**src/hdl/sbcs_pkg.sv**
```systemverilog
// Package: constants, types and decode function for the bank command state machine
package sbcs_pkg;

  // ==========================================================
  // Sizes
  localparam int BANKS = 8;
  localparam int BA_W = 3;
  localparam int ADDR_W = 14;
  localparam int AUTOCLOSE_BIT = 10;
  localparam int CNT_W = 8;
  localparam int STATE_W = 4;

  // ==========================================================
  // Timing, figures in ns, cycles derived from the clock rate
  localparam int CLK_MHZ = 50;
  localparam int PRECHARGE_PERIOD_NS = 15;
  localparam int ACTIVATE_TO_ACCESS_NS = 15;
  localparam int WRITE_RECOVERY_NS = 15;
  localparam int ROW_CYCLE_NS = 60;
  localparam int MODE_LOAD_NS = 40;

  // Least times round up, never below one cycle
  function automatic int sbcs_cycles(input int ns);
    int c;
    c = (ns * CLK_MHZ + 999) / 1000;
    return (c < 1) ? 1 : c;
  endfunction : sbcs_cycles

  localparam int PRECHARGE_CYC = sbcs_cycles(PRECHARGE_PERIOD_NS);
  localparam int ACT_ACCESS_CYC = sbcs_cycles(ACTIVATE_TO_ACCESS_NS);
  localparam int WRITE_RECOV_CYC = sbcs_cycles(WRITE_RECOVERY_NS);
  localparam int ROW_CYCLE_CYC = sbcs_cycles(ROW_CYCLE_NS);
  localparam int MODE_LOAD_CYC = sbcs_cycles(MODE_LOAD_NS);

  // Double data rate: two words per clock
  localparam int BURST4_CYC = 2;
  localparam int BURST8_CYC = 4;
  // Counter value at which a length-eight burst sits on a four-word boundary
  localparam logic [CNT_W-1:0] BOUNDARY_CNT = CNT_W'(BURST8_CYC - BURST8_CYC / 2);
  localparam logic [CNT_W-1:0] CNT_ZERO = 8'h00;

  // Counter load values (count down to zero)
  localparam logic [CNT_W-1:0] LOAD_PRECHARGE = CNT_W'(PRECHARGE_CYC - 1);
  localparam logic [CNT_W-1:0] LOAD_ACT_ACCESS = CNT_W'(ACT_ACCESS_CYC - 1);
  localparam logic [CNT_W-1:0] LOAD_WRITE_RECOV = CNT_W'(WRITE_RECOV_CYC - 1);
  localparam logic [CNT_W-1:0] LOAD_ROW_CYCLE = CNT_W'(ROW_CYCLE_CYC - 1);
  localparam logic [CNT_W-1:0] LOAD_MODE_LOAD = CNT_W'(MODE_LOAD_CYC - 1);
  localparam logic [CNT_W-1:0] LOAD_BURST4 = CNT_W'(BURST4_CYC - 1);
  localparam logic [CNT_W-1:0] LOAD_BURST8 = CNT_W'(BURST8_CYC - 1);

  // ==========================================================
  // Commands and bank states
  typedef enum logic [2:0] {
    CMD_DESELECT = 3'h0,
    CMD_NOP = 3'h1,
    CMD_FETCH = 3'h2,
    CMD_STORE = 3'h3,
    CMD_ROW_OPEN = 3'h4,
    CMD_BANK_CLOSE = 3'h5,
    CMD_RENEW = 3'h6,
    CMD_SETTING_LOAD = 3'h7
  } sbcs_cmd_type;

  typedef enum logic [STATE_W-1:0] {
    ST_IDLE = 4'h0,
    ST_ACTIVATING = 4'h1,
    ST_ACTIVE = 4'h2,
    ST_READ = 4'h3,
    ST_WRITE = 4'h4,
    ST_READ_AP = 4'h5,
    ST_WRITE_AP = 4'h6,
    ST_WR_RECOV = 4'h7,
    ST_WR_RECOV_AP = 4'h8,
    ST_PRECHARGING = 4'h9,
    ST_REFRESHING = 4'hA,
    ST_MODE_ACCESS = 4'hB
  } sbcs_state_type;

  // Pin levels to command
  function automatic sbcs_cmd_type sbcs_decode(input logic csN, input logic rasN,
                                               input logic casN, input logic weN);
    if (csN) begin
      return CMD_DESELECT;
    end
    case ({rasN, casN, weN})
      3'h7: return CMD_NOP;
      3'h5: return CMD_FETCH;
      3'h4: return CMD_STORE;
      3'h3: return CMD_ROW_OPEN;
      3'h2: return CMD_BANK_CLOSE;
      3'h1: return CMD_RENEW;
      default: return CMD_SETTING_LOAD;
    endcase
  endfunction : sbcs_decode

endpackage : sbcs_pkg

```
**src/hdl/sbcs_bank_if.sv**
```systemverilog
// Interface: command broadcast to one bank and its state and verdict back
`timescale 1ns/100ps
interface sbcs_bank_if;
  import sbcs_pkg::*;
  sbcs_cmd_type cmd;
  logic hit;
  logic autoClose;
  logic burstLen8;
  logic allIdle;
  sbcs_state_type state;
  logic illegal;

  modport ctrl (output cmd, output hit, output autoClose, output burstLen8, output allIdle,
                input state, input illegal);
  modport bank (input cmd, input hit, input autoClose, input burstLen8, input allIdle,
                output state, output illegal);
endinterface : sbcs_bank_if

```
**src/hdl/sbcs_bank.sv**
```systemverilog
// Module: state machine and interval counter of one bank
`timescale 1ns/100ps
module sbcs_bank (
  // Clock and reset
  input wire logic clk,
  input wire logic rst_n,
  // Command broadcast
  sbcs_bank_if.bank bus
);
  import sbcs_pkg::*;

  // ==========================================================
  // State and counter
  sbcs_state_type state_r;
  sbcs_state_type state_nxt;
  logic [CNT_W-1:0] cnt_r;
  logic [CNT_W-1:0] cnt_nxt;
  logic illegalNxt;
  logic cntDone;
  logic isIdle;
  logic onBoundary;
  logic [CNT_W-1:0] burstLoad;
  logic aimed;
  sbcs_cmd_type bankCmd;

  assign cntDone = (cnt_r == CNT_ZERO);
  // A command for another bank counts as a no-op here, so running intervals still expire
  assign aimed = bus.hit || (bus.cmd == CMD_RENEW) || (bus.cmd == CMD_SETTING_LOAD);
  assign bankCmd = aimed ? bus.cmd : CMD_NOP;
  assign isIdle = (bankCmd == CMD_DESELECT) || (bankCmd == CMD_NOP);
  assign burstLoad = bus.burstLen8 ? LOAD_BURST8 : LOAD_BURST4;
  // Interrupt only at burst end or on the four-word boundary of a length-eight burst
  assign onBoundary = cntDone || (bus.burstLen8 && (cnt_r == BOUNDARY_CNT));
  assign bus.state = state_r;
  assign bus.illegal = illegalNxt;

  // Next-state decision for the command aimed at this bank
  always_comb begin
    state_nxt = state_r;
    cnt_nxt = cntDone ? CNT_ZERO : cnt_r - 8'h01;
    illegalNxt = 1'b0;
    // Refresh and mode load reach every bank; bank-addressed commands only the hit one
    if ((bus.cmd == CMD_RENEW || bus.cmd == CMD_SETTING_LOAD) && state_r != ST_IDLE) begin
      illegalNxt = 1'b1;
    end else begin
      case (state_r)
        ST_IDLE: begin
          case (bankCmd)
            CMD_ROW_OPEN: begin
              state_nxt = ST_ACTIVATING;
              cnt_nxt = LOAD_ACT_ACCESS;
            end
            CMD_BANK_CLOSE: begin
              state_nxt = ST_PRECHARGING;
              cnt_nxt = LOAD_PRECHARGE;
            end
            CMD_RENEW: begin
              // Another bank still busy blocks refresh everywhere
              if (bus.allIdle) begin
                state_nxt = ST_REFRESHING;
                cnt_nxt = LOAD_ROW_CYCLE;
              end
            end
            CMD_SETTING_LOAD: begin
              if (bus.allIdle) begin
                state_nxt = ST_MODE_ACCESS;
                cnt_nxt = LOAD_MODE_LOAD;
              end
            end
            CMD_FETCH, CMD_STORE: illegalNxt = 1'b1;
            default: ;
          endcase
        end
        ST_ACTIVE: begin
          case (bankCmd)
            CMD_FETCH: begin
              state_nxt = bus.autoClose ? ST_READ_AP : ST_READ;
              cnt_nxt = burstLoad;
            end
            CMD_STORE: begin
              state_nxt = bus.autoClose ? ST_WRITE_AP : ST_WRITE;
              cnt_nxt = burstLoad;
            end
            CMD_BANK_CLOSE: begin
              state_nxt = ST_PRECHARGING;
              cnt_nxt = LOAD_PRECHARGE;
            end
            CMD_ROW_OPEN: illegalNxt = 1'b1;
            default: ;
          endcase
        end
        ST_READ, ST_WRITE: begin
          if (isIdle) begin
            if (cntDone) begin
              state_nxt = (state_r == ST_READ) ? ST_ACTIVE : ST_WR_RECOV;
              cnt_nxt = (state_r == ST_READ) ? CNT_ZERO : LOAD_WRITE_RECOV;
            end
          end else if (((state_r == ST_READ && bankCmd == CMD_FETCH) ||
                        (state_r == ST_WRITE && bankCmd == CMD_STORE)) && onBoundary) begin
            // Restart the burst, column and auto-close taken afresh
            if (state_r == ST_READ) begin
              state_nxt = bus.autoClose ? ST_READ_AP : ST_READ;
            end else begin
              state_nxt = bus.autoClose ? ST_WRITE_AP : ST_WRITE;
            end
            cnt_nxt = burstLoad;
          end else begin
            illegalNxt = 1'b1;
          end
        end
        ST_READ_AP, ST_WRITE_AP: begin
          if (!isIdle) begin
            illegalNxt = 1'b1;
          end else if (cntDone) begin
            state_nxt = (state_r == ST_READ_AP) ? ST_PRECHARGING : ST_WR_RECOV_AP;
            cnt_nxt = (state_r == ST_READ_AP) ? LOAD_PRECHARGE : LOAD_WRITE_RECOV;
          end
        end
        ST_WR_RECOV: begin
          if (bankCmd == CMD_STORE) begin
            state_nxt = bus.autoClose ? ST_WRITE_AP : ST_WRITE;
            cnt_nxt = burstLoad;
          end else if (!isIdle) begin
            illegalNxt = 1'b1;
          end else if (cntDone) begin
            state_nxt = ST_ACTIVE;
          end
        end
        ST_PRECHARGING: begin
          // A further close is harmless and does not restart the interval
          if (!isIdle && bankCmd != CMD_BANK_CLOSE) begin
            illegalNxt = 1'b1;
          end else if (cntDone) begin
            state_nxt = ST_IDLE;
          end
        end
        ST_ACTIVATING, ST_WR_RECOV_AP, ST_REFRESHING, ST_MODE_ACCESS: begin
          if (!isIdle) begin
            illegalNxt = 1'b1;
          end else if (cntDone) begin
            case (state_r)
              ST_ACTIVATING: state_nxt = ST_ACTIVE;
              ST_WR_RECOV_AP: begin
                state_nxt = ST_PRECHARGING;
                cnt_nxt = LOAD_PRECHARGE;
              end
              default: state_nxt = ST_IDLE;
            endcase
          end
        end
        default: state_nxt = ST_IDLE;
      endcase
    end
    // Illegal command leaves the bank untouched
    if (illegalNxt) begin
      state_nxt = state_r;
      cnt_nxt = cntDone ? CNT_ZERO : cnt_r - 8'h01;
    end
  end

  // State register
  always_ff @(posedge clk or negedge rst_n) begin
    if (!rst_n) begin
      state_r <= ST_IDLE;
    end else begin
      state_r <= state_nxt;
    end
  end

  // Interval counter
  always_ff @(posedge clk or negedge rst_n) begin
    if (!rst_n) begin
      cnt_r <= CNT_ZERO;
    end else begin
      cnt_r <= cnt_nxt;
    end
  end

endmodule : sbcs_bank

```
**src/hdl/sbcs_top.sv**
```systemverilog
// Top: command decode and eight per-bank state machines of a DDR memory device
`timescale 1ns/100ps
module sbcs_top (
  // Clock and reset
  input wire logic clk,
  input wire logic rst_n,
  // Command pins, synchronous to clk
  input wire logic chipSelectN,
  input wire logic rowStrobeN,
  input wire logic columnStrobeN,
  input wire logic writeStrobeN,
  input wire logic clockEnable,
  input wire logic [sbcs_pkg::BA_W-1:0] unitSelect,
  input wire logic [sbcs_pkg::ADDR_W-1:0] addr,
  // Configuration
  input wire logic burstLen8,
  // Status
  output logic illegalCmd_r,
  output logic [sbcs_pkg::BANKS-1:0] illegalBanks_r,
  output logic selfRefresh_r,
  output logic [sbcs_pkg::BANKS*sbcs_pkg::STATE_W-1:0] bankStates
);
  import sbcs_pkg::*;

  // ==========================================================
  // Decode
  sbcs_cmd_type cmd;
  logic autoClose;
  logic [BANKS-1:0] idleVec;
  logic [BANKS-1:0] illegalVec;
  logic allIdle;

  assign cmd = sbcs_decode(chipSelectN, rowStrobeN, columnStrobeN, writeStrobeN);
  assign autoClose = addr[AUTOCLOSE_BIT];
  assign allIdle = &idleVec;

  // ==========================================================
  // Banks
  sbcs_bank_if bankBus[BANKS]();

  for (genvar i = 0; i < BANKS; i++) begin : gBank
    // Close-all reaches every bank, else only the selected one
    assign bankBus[i].cmd = cmd;
    assign bankBus[i].hit = (unitSelect == BA_W'(i)) ||
                            (cmd == CMD_BANK_CLOSE && autoClose);
    assign bankBus[i].autoClose = autoClose;
    assign bankBus[i].burstLen8 = burstLen8;
    assign bankBus[i].allIdle = allIdle;
    assign idleVec[i] = (bankBus[i].state == ST_IDLE);
    assign illegalVec[i] = bankBus[i].illegal;
    assign bankStates[i*STATE_W +: STATE_W] = bankBus[i].state;

    sbcs_bank uBank (
      .clk(clk),
      .rst_n(rst_n),
      .bus(bankBus[i].bank)
    );
  end

  // ==========================================================
  // Illegal flag, registered so it stands one cycle after the offending edge
  always_ff @(posedge clk or negedge rst_n) begin
    if (!rst_n) begin
      illegalCmd_r <= 1'b0;
      illegalBanks_r <= '0;
    end else begin
      illegalCmd_r <= |illegalVec;
      illegalBanks_r <= illegalVec;
    end
  end

  // Self refresh: refresh with clock enable low, held until it rises again
  always_ff @(posedge clk or negedge rst_n) begin
    if (!rst_n) begin
      selfRefresh_r <= 1'b0;
    end else if (cmd == CMD_RENEW && !clockEnable && allIdle) begin
      selfRefresh_r <= 1'b1;
    end else if (clockEnable) begin
      selfRefresh_r <= 1'b0;
    end
  end

endmodule : sbcs_top

```
**config.mk**
```make
export PLATFORM = sky130hd
export DESIGN_NAME = sbcs_top
export DESIGN_NICKNAME = d
export VERILOG_FILES = /design/src/hdl/sbcs_pkg.sv /design/src/hdl/sbcs_bank_if.sv /design/src/hdl/sbcs_bank.sv /design/src/hdl/sbcs_top.sv
export SDC_FILE = /design/constraint.sdc
export NUM_CORES = 1
export LEC_CHECK = 0
export ABC_CLOCK_PERIOD_IN_PS = 3900
export BUFFER_PORTS_ARGS = -buffer_cell sky130_fd_sc_hd__buf_4
export CELL_PAD_IN_SITES_DETAIL_PLACEMENT = 1
export CELL_PAD_IN_SITES_GLOBAL_PLACEMENT = 1
export CORE_AREA = 3 3 160 162
export DETAILED_ROUTE_END_ITERATION = 12
export DIE_AREA = 0 0 163 165
export PLACE_DENSITY = 0.9
export SYNTH_ARGS = -nofsm -noshare
export SYNTH_HDL_FRONTEND = slang
export SYNTH_HIERARCHICAL = 1
export SYNTH_SLANG_ARGS = --single-unit
```
**constraint.sdc**
```tcl
create_clock -name clk -period 3.9 [get_ports clk]
set_input_delay 0.78 -clock clk [delete_from_list [all_inputs] [get_ports clk]]
set_output_delay 0.78 -clock clk [all_outputs]
set_load 0.01 [all_outputs]
```
==> results.txt, run 1 <==
* Worst slew pin tran: 1.04 ns
* Worst-path cell chain: buf_4 > nand2b_1 > or4b_4 > o21ai_1 > and4b_4 > o221ai_1 > o31a_1 > a2111oi_4 > nand4_2 > mux2_1
* Leakage Power: 0.00513 uW
* Antenna violations before repair: 1
- Cell type with the largest total area after synthesis: sky130_fd_sc_hd__dfrtp_1
- After technology mapping, the gate count stands at 1446.
- Hold Startpoint: gBank[3].uBank/cnt_r[0]
* End of the worst register-to-register path: gBank[4].uBank/cnt_r[0]
- The slowest stage of the critical path is the sky130_fd_sc_hd__or4b_4 cell.
* Gr usage total: 28.4%
- Post-Place Cell Area: 12400 sq um
- Measured on the finished design, the core utilization comes to 52.3%.
- Net Count, Synth: 1495
- In this run the worst path has a maximum fanout of 8.
* Count of max-cap constraint violations: 0
* Clock skew: 0.0162 ns
- Sequential area share after synthesis: 22.9%
- Dpl ws: -0.0203 ns
- The number of buffers and inverters on the critical path is 1.
- Cell count of the worst hold path: 1
- TritonCTS built the clock tree.
- VDD sags by at most 0.384 mV.
- Sinks on the clock net: 106
- STA classifies the critical path startpoint as an input port.
* Effective utilization at floorplan: 47.7%
- Number of cells after detailed placement: 1794
- First-iteration detailed-routing DRC count: 845
* Horizontal die dimension: 163 um
- Once the clock tree was built, the resizer swapped 0 gates to a different size.
- Number of register bits inferred by synthesis: 106
* Proportion of register bits with asynchronous set or reset after synthesis: 100%
- Routed wire length per instance: 20.9 um
- Vias in the first global route: 12500
- Leading cell type by number of instances after synthesis: sky130_fd_sc_hd__nor2_1
- During synthesis, Yosys emitted a total of 6 warnings.
- The multi-input combinational cells in the finished layout cover a total of 8000 sq um.
- The floorplan step defined a core boundary enclosing 24200 sq um.
* Buffers inserted during post-CTS setup optimization: 0
- The worst register-to-register path begins at gBank[1].uBank/bus.state[3].
- Routed Antenna Nets: 0
- DR DRC count: 0
- Derived from the worst setup path, the maximum achievable clock frequency is 0.276 GHz.
- Buffers placed on the I/O ports in this run total 53.
* Number of nets in the layout: 1530
- Endpoint class of the critical path: register
* Via density per instance: 6.63
- Counting the buffers created by CTS gives 9.
- Hold timing on the final database bottoms out at a slack of 0.578 ns.
* Fraction of layout cells with a size suffix above 1: 18.4%
* Count of flip-flops with a built-in enable after synthesis: 0
- The longest clock path from root to sink contains 2 buffers.
* Largest net degree at the start of global routing: 76
* Clock slew at the register clock pins of the worst setup and hold paths: 0.08 ns
* Power density of the placed cells: 838 nW/um^2
- Netlist Area Pre-Place: 11600 sq um
* Layout Area Growth over Synthesis: 9.59%
* Global-route wire length before repair: 63.4 mm
- Primary FF master, synth: sky130_fd_sc_hd__dfrtp_1
- The sequential cells in the finished layout cover a total of 2650 sq um.
* Number of I/O pins: 67
- Worst r2r path cells: 10
- The worst register-to-register path has a setup slack of 0.56 ns.
* Synth unique cells: 92
- 0 antenna diodes ended up in the layout.
* Stages on the worst setup path: 10
- After detailed routing, the total wire length is 37.8 mm.
- The routed layout has 12000 vias.
- STA puts the critical path data required time at 4.15 ns.
* Sum of net half-perimeters after detailed placement: 27.0 mm
- In this run the tightest slew margin relative to its limit is 30.8%.
- Global placement routability congestion: 0.909
* Top post-synthesis cells by count: sky130_fd_sc_hd__nor2_1, sky130_fd_sc_hd__dfrtp_1, sky130_fd_sc_hd__a21oi_1
* Largest cells by area after synthesis: sky130_fd_sc_hd__dfrtp_1, sky130_fd_sc_hd__a21oi_1, sky130_fd_sc_hd__nor2_1, sky130_fd_sc_hd__o21ai_0, sky130_fd_sc_hd__nand2_1
- The routed design could run at a clock period as short as 3.63 ns.
- Arrival time of the worst setup path: 3.88 ns
* Class of the worst hold path: reg2reg
- Mean instance size in the synthesized netlist: 8.00 sq um
- Count of fill cells added during filler insertion: 3035
- Max Slew Vio Count: 0
* Critical path class: in2reg
- Final Hold Vio Count: 0
* Chip Height: 165 um
* Worst setup slack after layout: 0.273 ns
* RSZ-0062 raised after global routing: no
- Longest individual stage delay on the worst path: 0.61 ns
* Post-CTS Hold Buffers: 0
* Cell family with the largest share of critical-path delay: simple AND/OR/NAND/NOR gates
* Total die area: 26900 sq um
- Rows: 57
- Clock root buffer master: sky130_fd_sc_hd__clkbuf_16
- Leaving out filler cells and counting taps, the final layout contains 1810.
* Router iterations before antenna repair: 5
- The worst hold path terminates at gBank[3].uBank/cnt_r[0].
- Number of H-tree branching levels: 3
* Run status: finished clean
* Clk Latency, worst-skew pair: 0.37 ns
- Finished Cell Area: 12700 sq um
- After global routing the overflow that remains totals 0.
- Final critical-path share of the clock period: 93.0%
* Final setup violation count: 0
- Synth top area share: 22.9%
state kept, by name, indices dropped and copies added, names as in the netlist:
register / count
gBank.uBank/bus.state: 32
illegalCmd_r: 1
illegalBanks_r: 8
selfRefresh_r: 1
gBank.uBank/cnt_r: 64
worst reg2reg max path: cells and delay by family, from the launching register on:
kind / cells / cell delay [ns]
and+or+nand+nor: 6 / 1.54
buffers and inverters: 1 / 0.24
AOI/OAI and AO/OA: 3 / 0.79
DFF: 1 / 0.60
worst max path at each step:
| stage | end | startpoint | slack (ns) |
|---|---|---|---|
| floorplan | gBank[6].uBank/bus.state[2] | writeStrobeN | 0.31 |
| global placement | gBank[7].uBank/bus.state[2] | writeStrobeN | 0.08 |
| detailed placement | gBank[7].uBank/bus.state[2] | writeStrobeN | -0.02 |
| CTS | gBank[7].uBank/bus.state[2] | writeStrobeN | 0.34 |
| global route | gBank[7].uBank/bus.state[2] | writeStrobeN | 0.16 |
| finish | gBank[7].uBank/bus.state[2] | writeStrobeN | 0.27 |
logic make-up after synthesis:
family                     Yosys count  share of synthesized area, %
AOI/OAI and AO/OA                  426                          25.7
and+or+nand+nor                    624                          32.2
adders and majority gates           29                          3.03
xor gates and xnor gates            29                          2.20
muxes                               54                          5.78
DFF                                106                          22.9
buffers and inverters              178                          8.07
stage by stage:
stage | total power (uW) | setup TNS [ns]
2_1_floorplan | 7720 | 0
3_3_place_gp | 9050 | 0
3_5_place_dp | 9460 | -0.0203
4_1_cts | 10500 | 0
5_1_grt | 11500 | 0
6_report | 10600 | 0
area by class of cell:
cell class | count | share of cell area, %
clock buffers | 11 | 1.92
clock inverters | 5 | 0.533
inverters | 64 | 1.90
multi-input cells | 1162 | 63.1
flip-flops and latches | 106 | 20.9
well taps | 324 | 3.20
repair buffers | 138 | 8.37
per-layer routing:
metal	global-route usage, %	wire [um]	up-vias
met3	3.89	1970	78
met2	50.1	18500	399
met4	8.69	774	0
li1	-	-	5531
met5	0	0	-
met1	35.9	16600	5995
placed cells by master, fill, tap and decap left out, types with 24 or more instances in the layout:
master and instances:
sky130_fd_sc_hd__nand2_1 97, sky130_fd_sc_hd__buf_4 136, sky130_fd_sc_hd__o22ai_1 27, sky130_fd_sc_hd__a21oi_1 99
sky130_fd_sc_hd__ha_1 24, sky130_fd_sc_hd__nand3_1 39, sky130_fd_sc_hd__nand3b_1 30, sky130_fd_sc_hd__o21ai_0 82
sky130_fd_sc_hd__dfrtp_1 106, sky130_fd_sc_hd__inv_1 62, sky130_fd_sc_hd__nor3_1 59, sky130_fd_sc_hd__xnor2_1 29
sky130_fd_sc_hd__nor2_1 112, sky130_fd_sc_hd__nor4_1 44, sky130_fd_sc_hd__nand2b_1 41
power breakdown:
group / total [uW] / switching (uW) / internal (uW)
sequential: 2010 / 428 / 1580
combinational: 7590 / 4380 / 3210
clock: 1020 / 488 / 529
total: 10600 / 5300 / 5320
No activity file was read; power rests on OpenSTA's default activity.
==> run 2: changes to the inputs <==
- ABC_CLOCK_PERIOD_IN_PS: 3900 -> 3800
- CORE_AREA: 3 3 160 162 -> 2 2 159 161
- DIE_AREA: 0 0 163 165 -> 0 0 161 163
- MAX_ROUTING_LAYER: default -> met4
- clock period: 3.9 -> 3.8 ns (I/O delays scaled with it)
==> results.txt, run 2 (synthesis results as in run 1) <==
- Largest Register: gBank.uBank/cnt_r
- The startpoint identified for the worst register-to-register timing path is gBank[6].uBank/bus.state[2].
- Most repeated library cell on the critical path: sky130_fd_sc_hd__buf_4
- Final setup violation count: 0 (unchanged)
* Longest individual stage delay on the worst path: 0.57 ns (-0.04 ns)
- Fraction of power consumed by sequential logic: 18.6% (-0.3 points)
- Critical path class: in2reg
* Run status: finished clean
- Chip Height: 163 um (-1.2%)
* Routed wire length: 38.0 mm (+0.46%)
- Most common cell after layout, fill and taps aside: sky130_fd_sc_hd__buf_4
- Finished Cell Area: 12800 sq um (+1.1%)
- RSZ-0062 raised after global routing: no
- Post-CTS Hold Buffers: 0 (unchanged)
* Cell with the largest stage delay on the worst path: sky130_fd_sc_hd__or4b_4
- The placed standard-cell area is 12500 sq um (+1.0%).
* Switching Share: 49.6% (-0.34 points)
- Via density per instance: 6.52 (-1.7%)
- Max Slew Vio Count: 0 (unchanged)
- Endpoint class of the critical path: register
- Gr usage total: 29.7% (+1.3 points)
- Class of the worst hold path: reg2reg
- The part of the total power dissipated in combinational logic was 72.1% (+0.6 points).
* FF-to-FF setup slack: 0.35 ns (-0.21 ns)
- The internal power of the cells came to 5520 uW (+3.8%).
* Number of H-tree branching levels: 3 (unchanged)
- The horizontal die dimension is 161 um (-1.2%).
* Layout Area Growth over Synthesis: 10.7%
* Number of nets in the layout: 1546 (+1.0%)
- Endpoint of the most critical setup path: gBank[7].uBank/bus.state[2]
- The required arrival time at the worst endpoint was 4.05 ns (-0.10 ns).
* Sinks on the clock net: 106 (unchanged)
- Via count of the routed design: 12000 (-0.44%)
* Rows: 58 (+1.8%)
- Number of I/O pins: 67 (unchanged)
- The number of detailed-routing iterations run before antenna repair is 5 (unchanged).
* Worst-path cell chain: buf_4 > nand2b_1 > or4b_4 > o21ai_1 > and4b_4 > o221ai_1 > o31a_1 > a2111oi_4 > buf_4 > nand4_2 > mux2_1
- The detailed-route wire length per cell is 20.7 um (-0.80%).
* Clock slew at the register clock pins of the worst setup and hold paths: 0.07 ns (about the same)
- The number of cell instances on the worst register-to-register path came to 10 (unchanged).
* Worst max-slew margin expressed relative to the limit: 28.4% (-2.4 points)
* Vias in the first global route: 12300 (-1.6%)
- F_max: 0.287 GHz
- Final Hold Vio Count: 0 (unchanged)
- Net load switching power: 5430 uW (+2.4%)
- Maximum fanout along the worst path: 5 (-3)
- The worst supply voltage drop on vdd was 0.516 mV (+34%).
- Relative contribution of the clock network to total power: 9.2% (-0.4 points)
* Count of max-cap constraint violations: 0 (unchanged)
- Number of port buffers: 53 (unchanged)
- The DRC marker count from the first detailed-route iteration is 1027 (+22%).
* Leakage Power: 0.00521 uW (+1.6%)
- Effective utilization at floorplan: 46.9% (-0.82 points)
- TritonCTS built the clock tree.
* Critical path startpoint category: input port
- The proportion of layout cells with a drive suffix above 1 was 19.3% (+0.94 points).
* Total power consumption of the routed design: 10900 uW (+3.1%)
* Buffers inserted during post-CTS setup optimization: 0 (unchanged)
- Largest net degree at the start of global routing: 77 (+1.3%)
* Clock root buffer master: sky130_fd_sc_hd__clkbuf_16
- Global-route wire length before repair: 62.6 mm (-1.3%)
- The later-pin clock latency in the skew report was 0.37 ns (about the same).
- The total power density per cell area is 855 nW/um^2 (+2.0%).
* Number of buffers inserted during clock tree synthesis: 9 (unchanged)
- Arrival time of the worst setup path: 3.73 ns (-0.15 ns)
- Overflow left after global routing: 0 (unchanged)
* Sum of negative setup slack: 0 ns (unchanged)
- The area inside the core boundary is 24700 sq um (+1.8%).
* CTS Buffer Depth: 2 (unchanged)
- DR DRC count: 0 (unchanged)
- The final weighted congestion in routability-driven placement came to 0.921 (+1.3%).
- Number of flip-flops in the largest register: 64 (unchanged)
- Antenna violations before repair: 1 (unchanged)
* Worst slew pin tran: 1.07 ns (+0.0359 ns)
- Clock skew: 0.00828 ns (-0.00796 ns)
- The number of resized instances in the post-cts repair step is 0 (unchanged).
* Shortest period the worst path allows: 3.49 ns
- End of the worst register-to-register path: gBank[7].uBank/cnt_r[0]
- Total die area: 26200 sq um (-2.4%)
- Sum of net half-perimeters after detailed placement: 27.3 mm (+1.3%)
- Most frequent cells in the layout: sky130_fd_sc_hd__buf_4, sky130_fd_sc_hd__nor2_1, sky130_fd_sc_hd__dfrtp_1
- The most critical setup path has its startpoint at writeStrobeN.
- Of the available clock period, the critical path in the final layout requires 91.7%.
- Hold Startpoint: selfRefresh_r
- The post-detailed-route count of antenna-violating nets came to 0 (unchanged).
[run 2: cell count changes in the layout (fill, tap and decap cells not counted)]
| cell | before | now |
|---|---|---|
| sky130_fd_sc_hd__inv_6 | 2 | 1 |
| sky130_fd_sc_hd__clkinv_4 | 1 | 2 |
| sky130_fd_sc_hd__inv_8 | 1 | 0 |
| sky130_fd_sc_hd__clkbuf_1 | 1 | 0 |
| sky130_fd_sc_hd__buf_4 | 136 | 152 |
| sky130_fd_sc_hd__diode_2 | 0 | 1 |
| sky130_fd_sc_hd__clkinv_2 | 0 | 1 |
| sky130_fd_sc_hd__clkbuf_8 | 1 | 2 |
[run 2: worst min path at each step]
stage	to	cells after the start
final	selfRefresh_r	2
after global routing	selfRefresh_r	2
after CTS	selfRefresh_r	2
after detailed placement	selfRefresh_r	2
after global placement	selfRefresh_r	2
after floorplan	gBank[0].uBank/bus.state[0]	0
[run 2: power by group through the flow]
stage	logic [uW]	registers (uW)	clock network [uW]
2_1_floorplan	5790	2130	0
3_3_place_gp	7360	2000	0
3_5_place_dp	7750	2050	0
4_1_cts	7810	2040	1040
5_1_grt	8630	2100	1070
6_report	7900	2040	1010
[run 2: metal layers]
metal | up-vias | wire length (um) | global-route usage, %
met2 | 348 | 18400 | 48.6
met1 | 5953 | 16700 | 37.7
met3 | 98 | 1670 | 2.95
met4 | 0 | 1240 | 12.1
li1 | 5551 | - | -
met5 | - | 0 | -
[run 2: worst max-delay path, delay by kind of cell]
family	cells	cell delay [ns]
AO/OA/AOI/OAI	4	1.11
buffers and inverters	2	0.31
multiplexers	1	0.37
AND/OR/NAND/NOR	4	1.18
[run 2: per-stage QoR]
stage / hold slack, ns / instances / util (%) / setup slack (ns)
after global routing: 0.577 / 1833 / 51.9 / 0.182
after detailed placement: 0.529 / 1816 / 50.6 / -0.0279
final: 0.563 / 1833 / 51.9 / 0.314
after CTS: 0.559 / 1832 / 51.9 / 0.342
after floorplan: 0.464 / 1446 / - / 0.232
after global placement: 0.528 / 1816 / 50.6 / 0.0147
[run 2: layout make-up]
cell class / instances / area (sq um)
Clock inverter: 5 / 61.3
Fill cell: 3064 / 11900
Clock buffer: 11 / 253
Timing Repair Buffer: 154 / 1180
Tap cell: 330 / 413
Multi-Input combinational cell: 1162 / 8000
Inverter: 64 / 240
Antenna cell: 1 / 2.50
Sequential cell: 106 / 2650
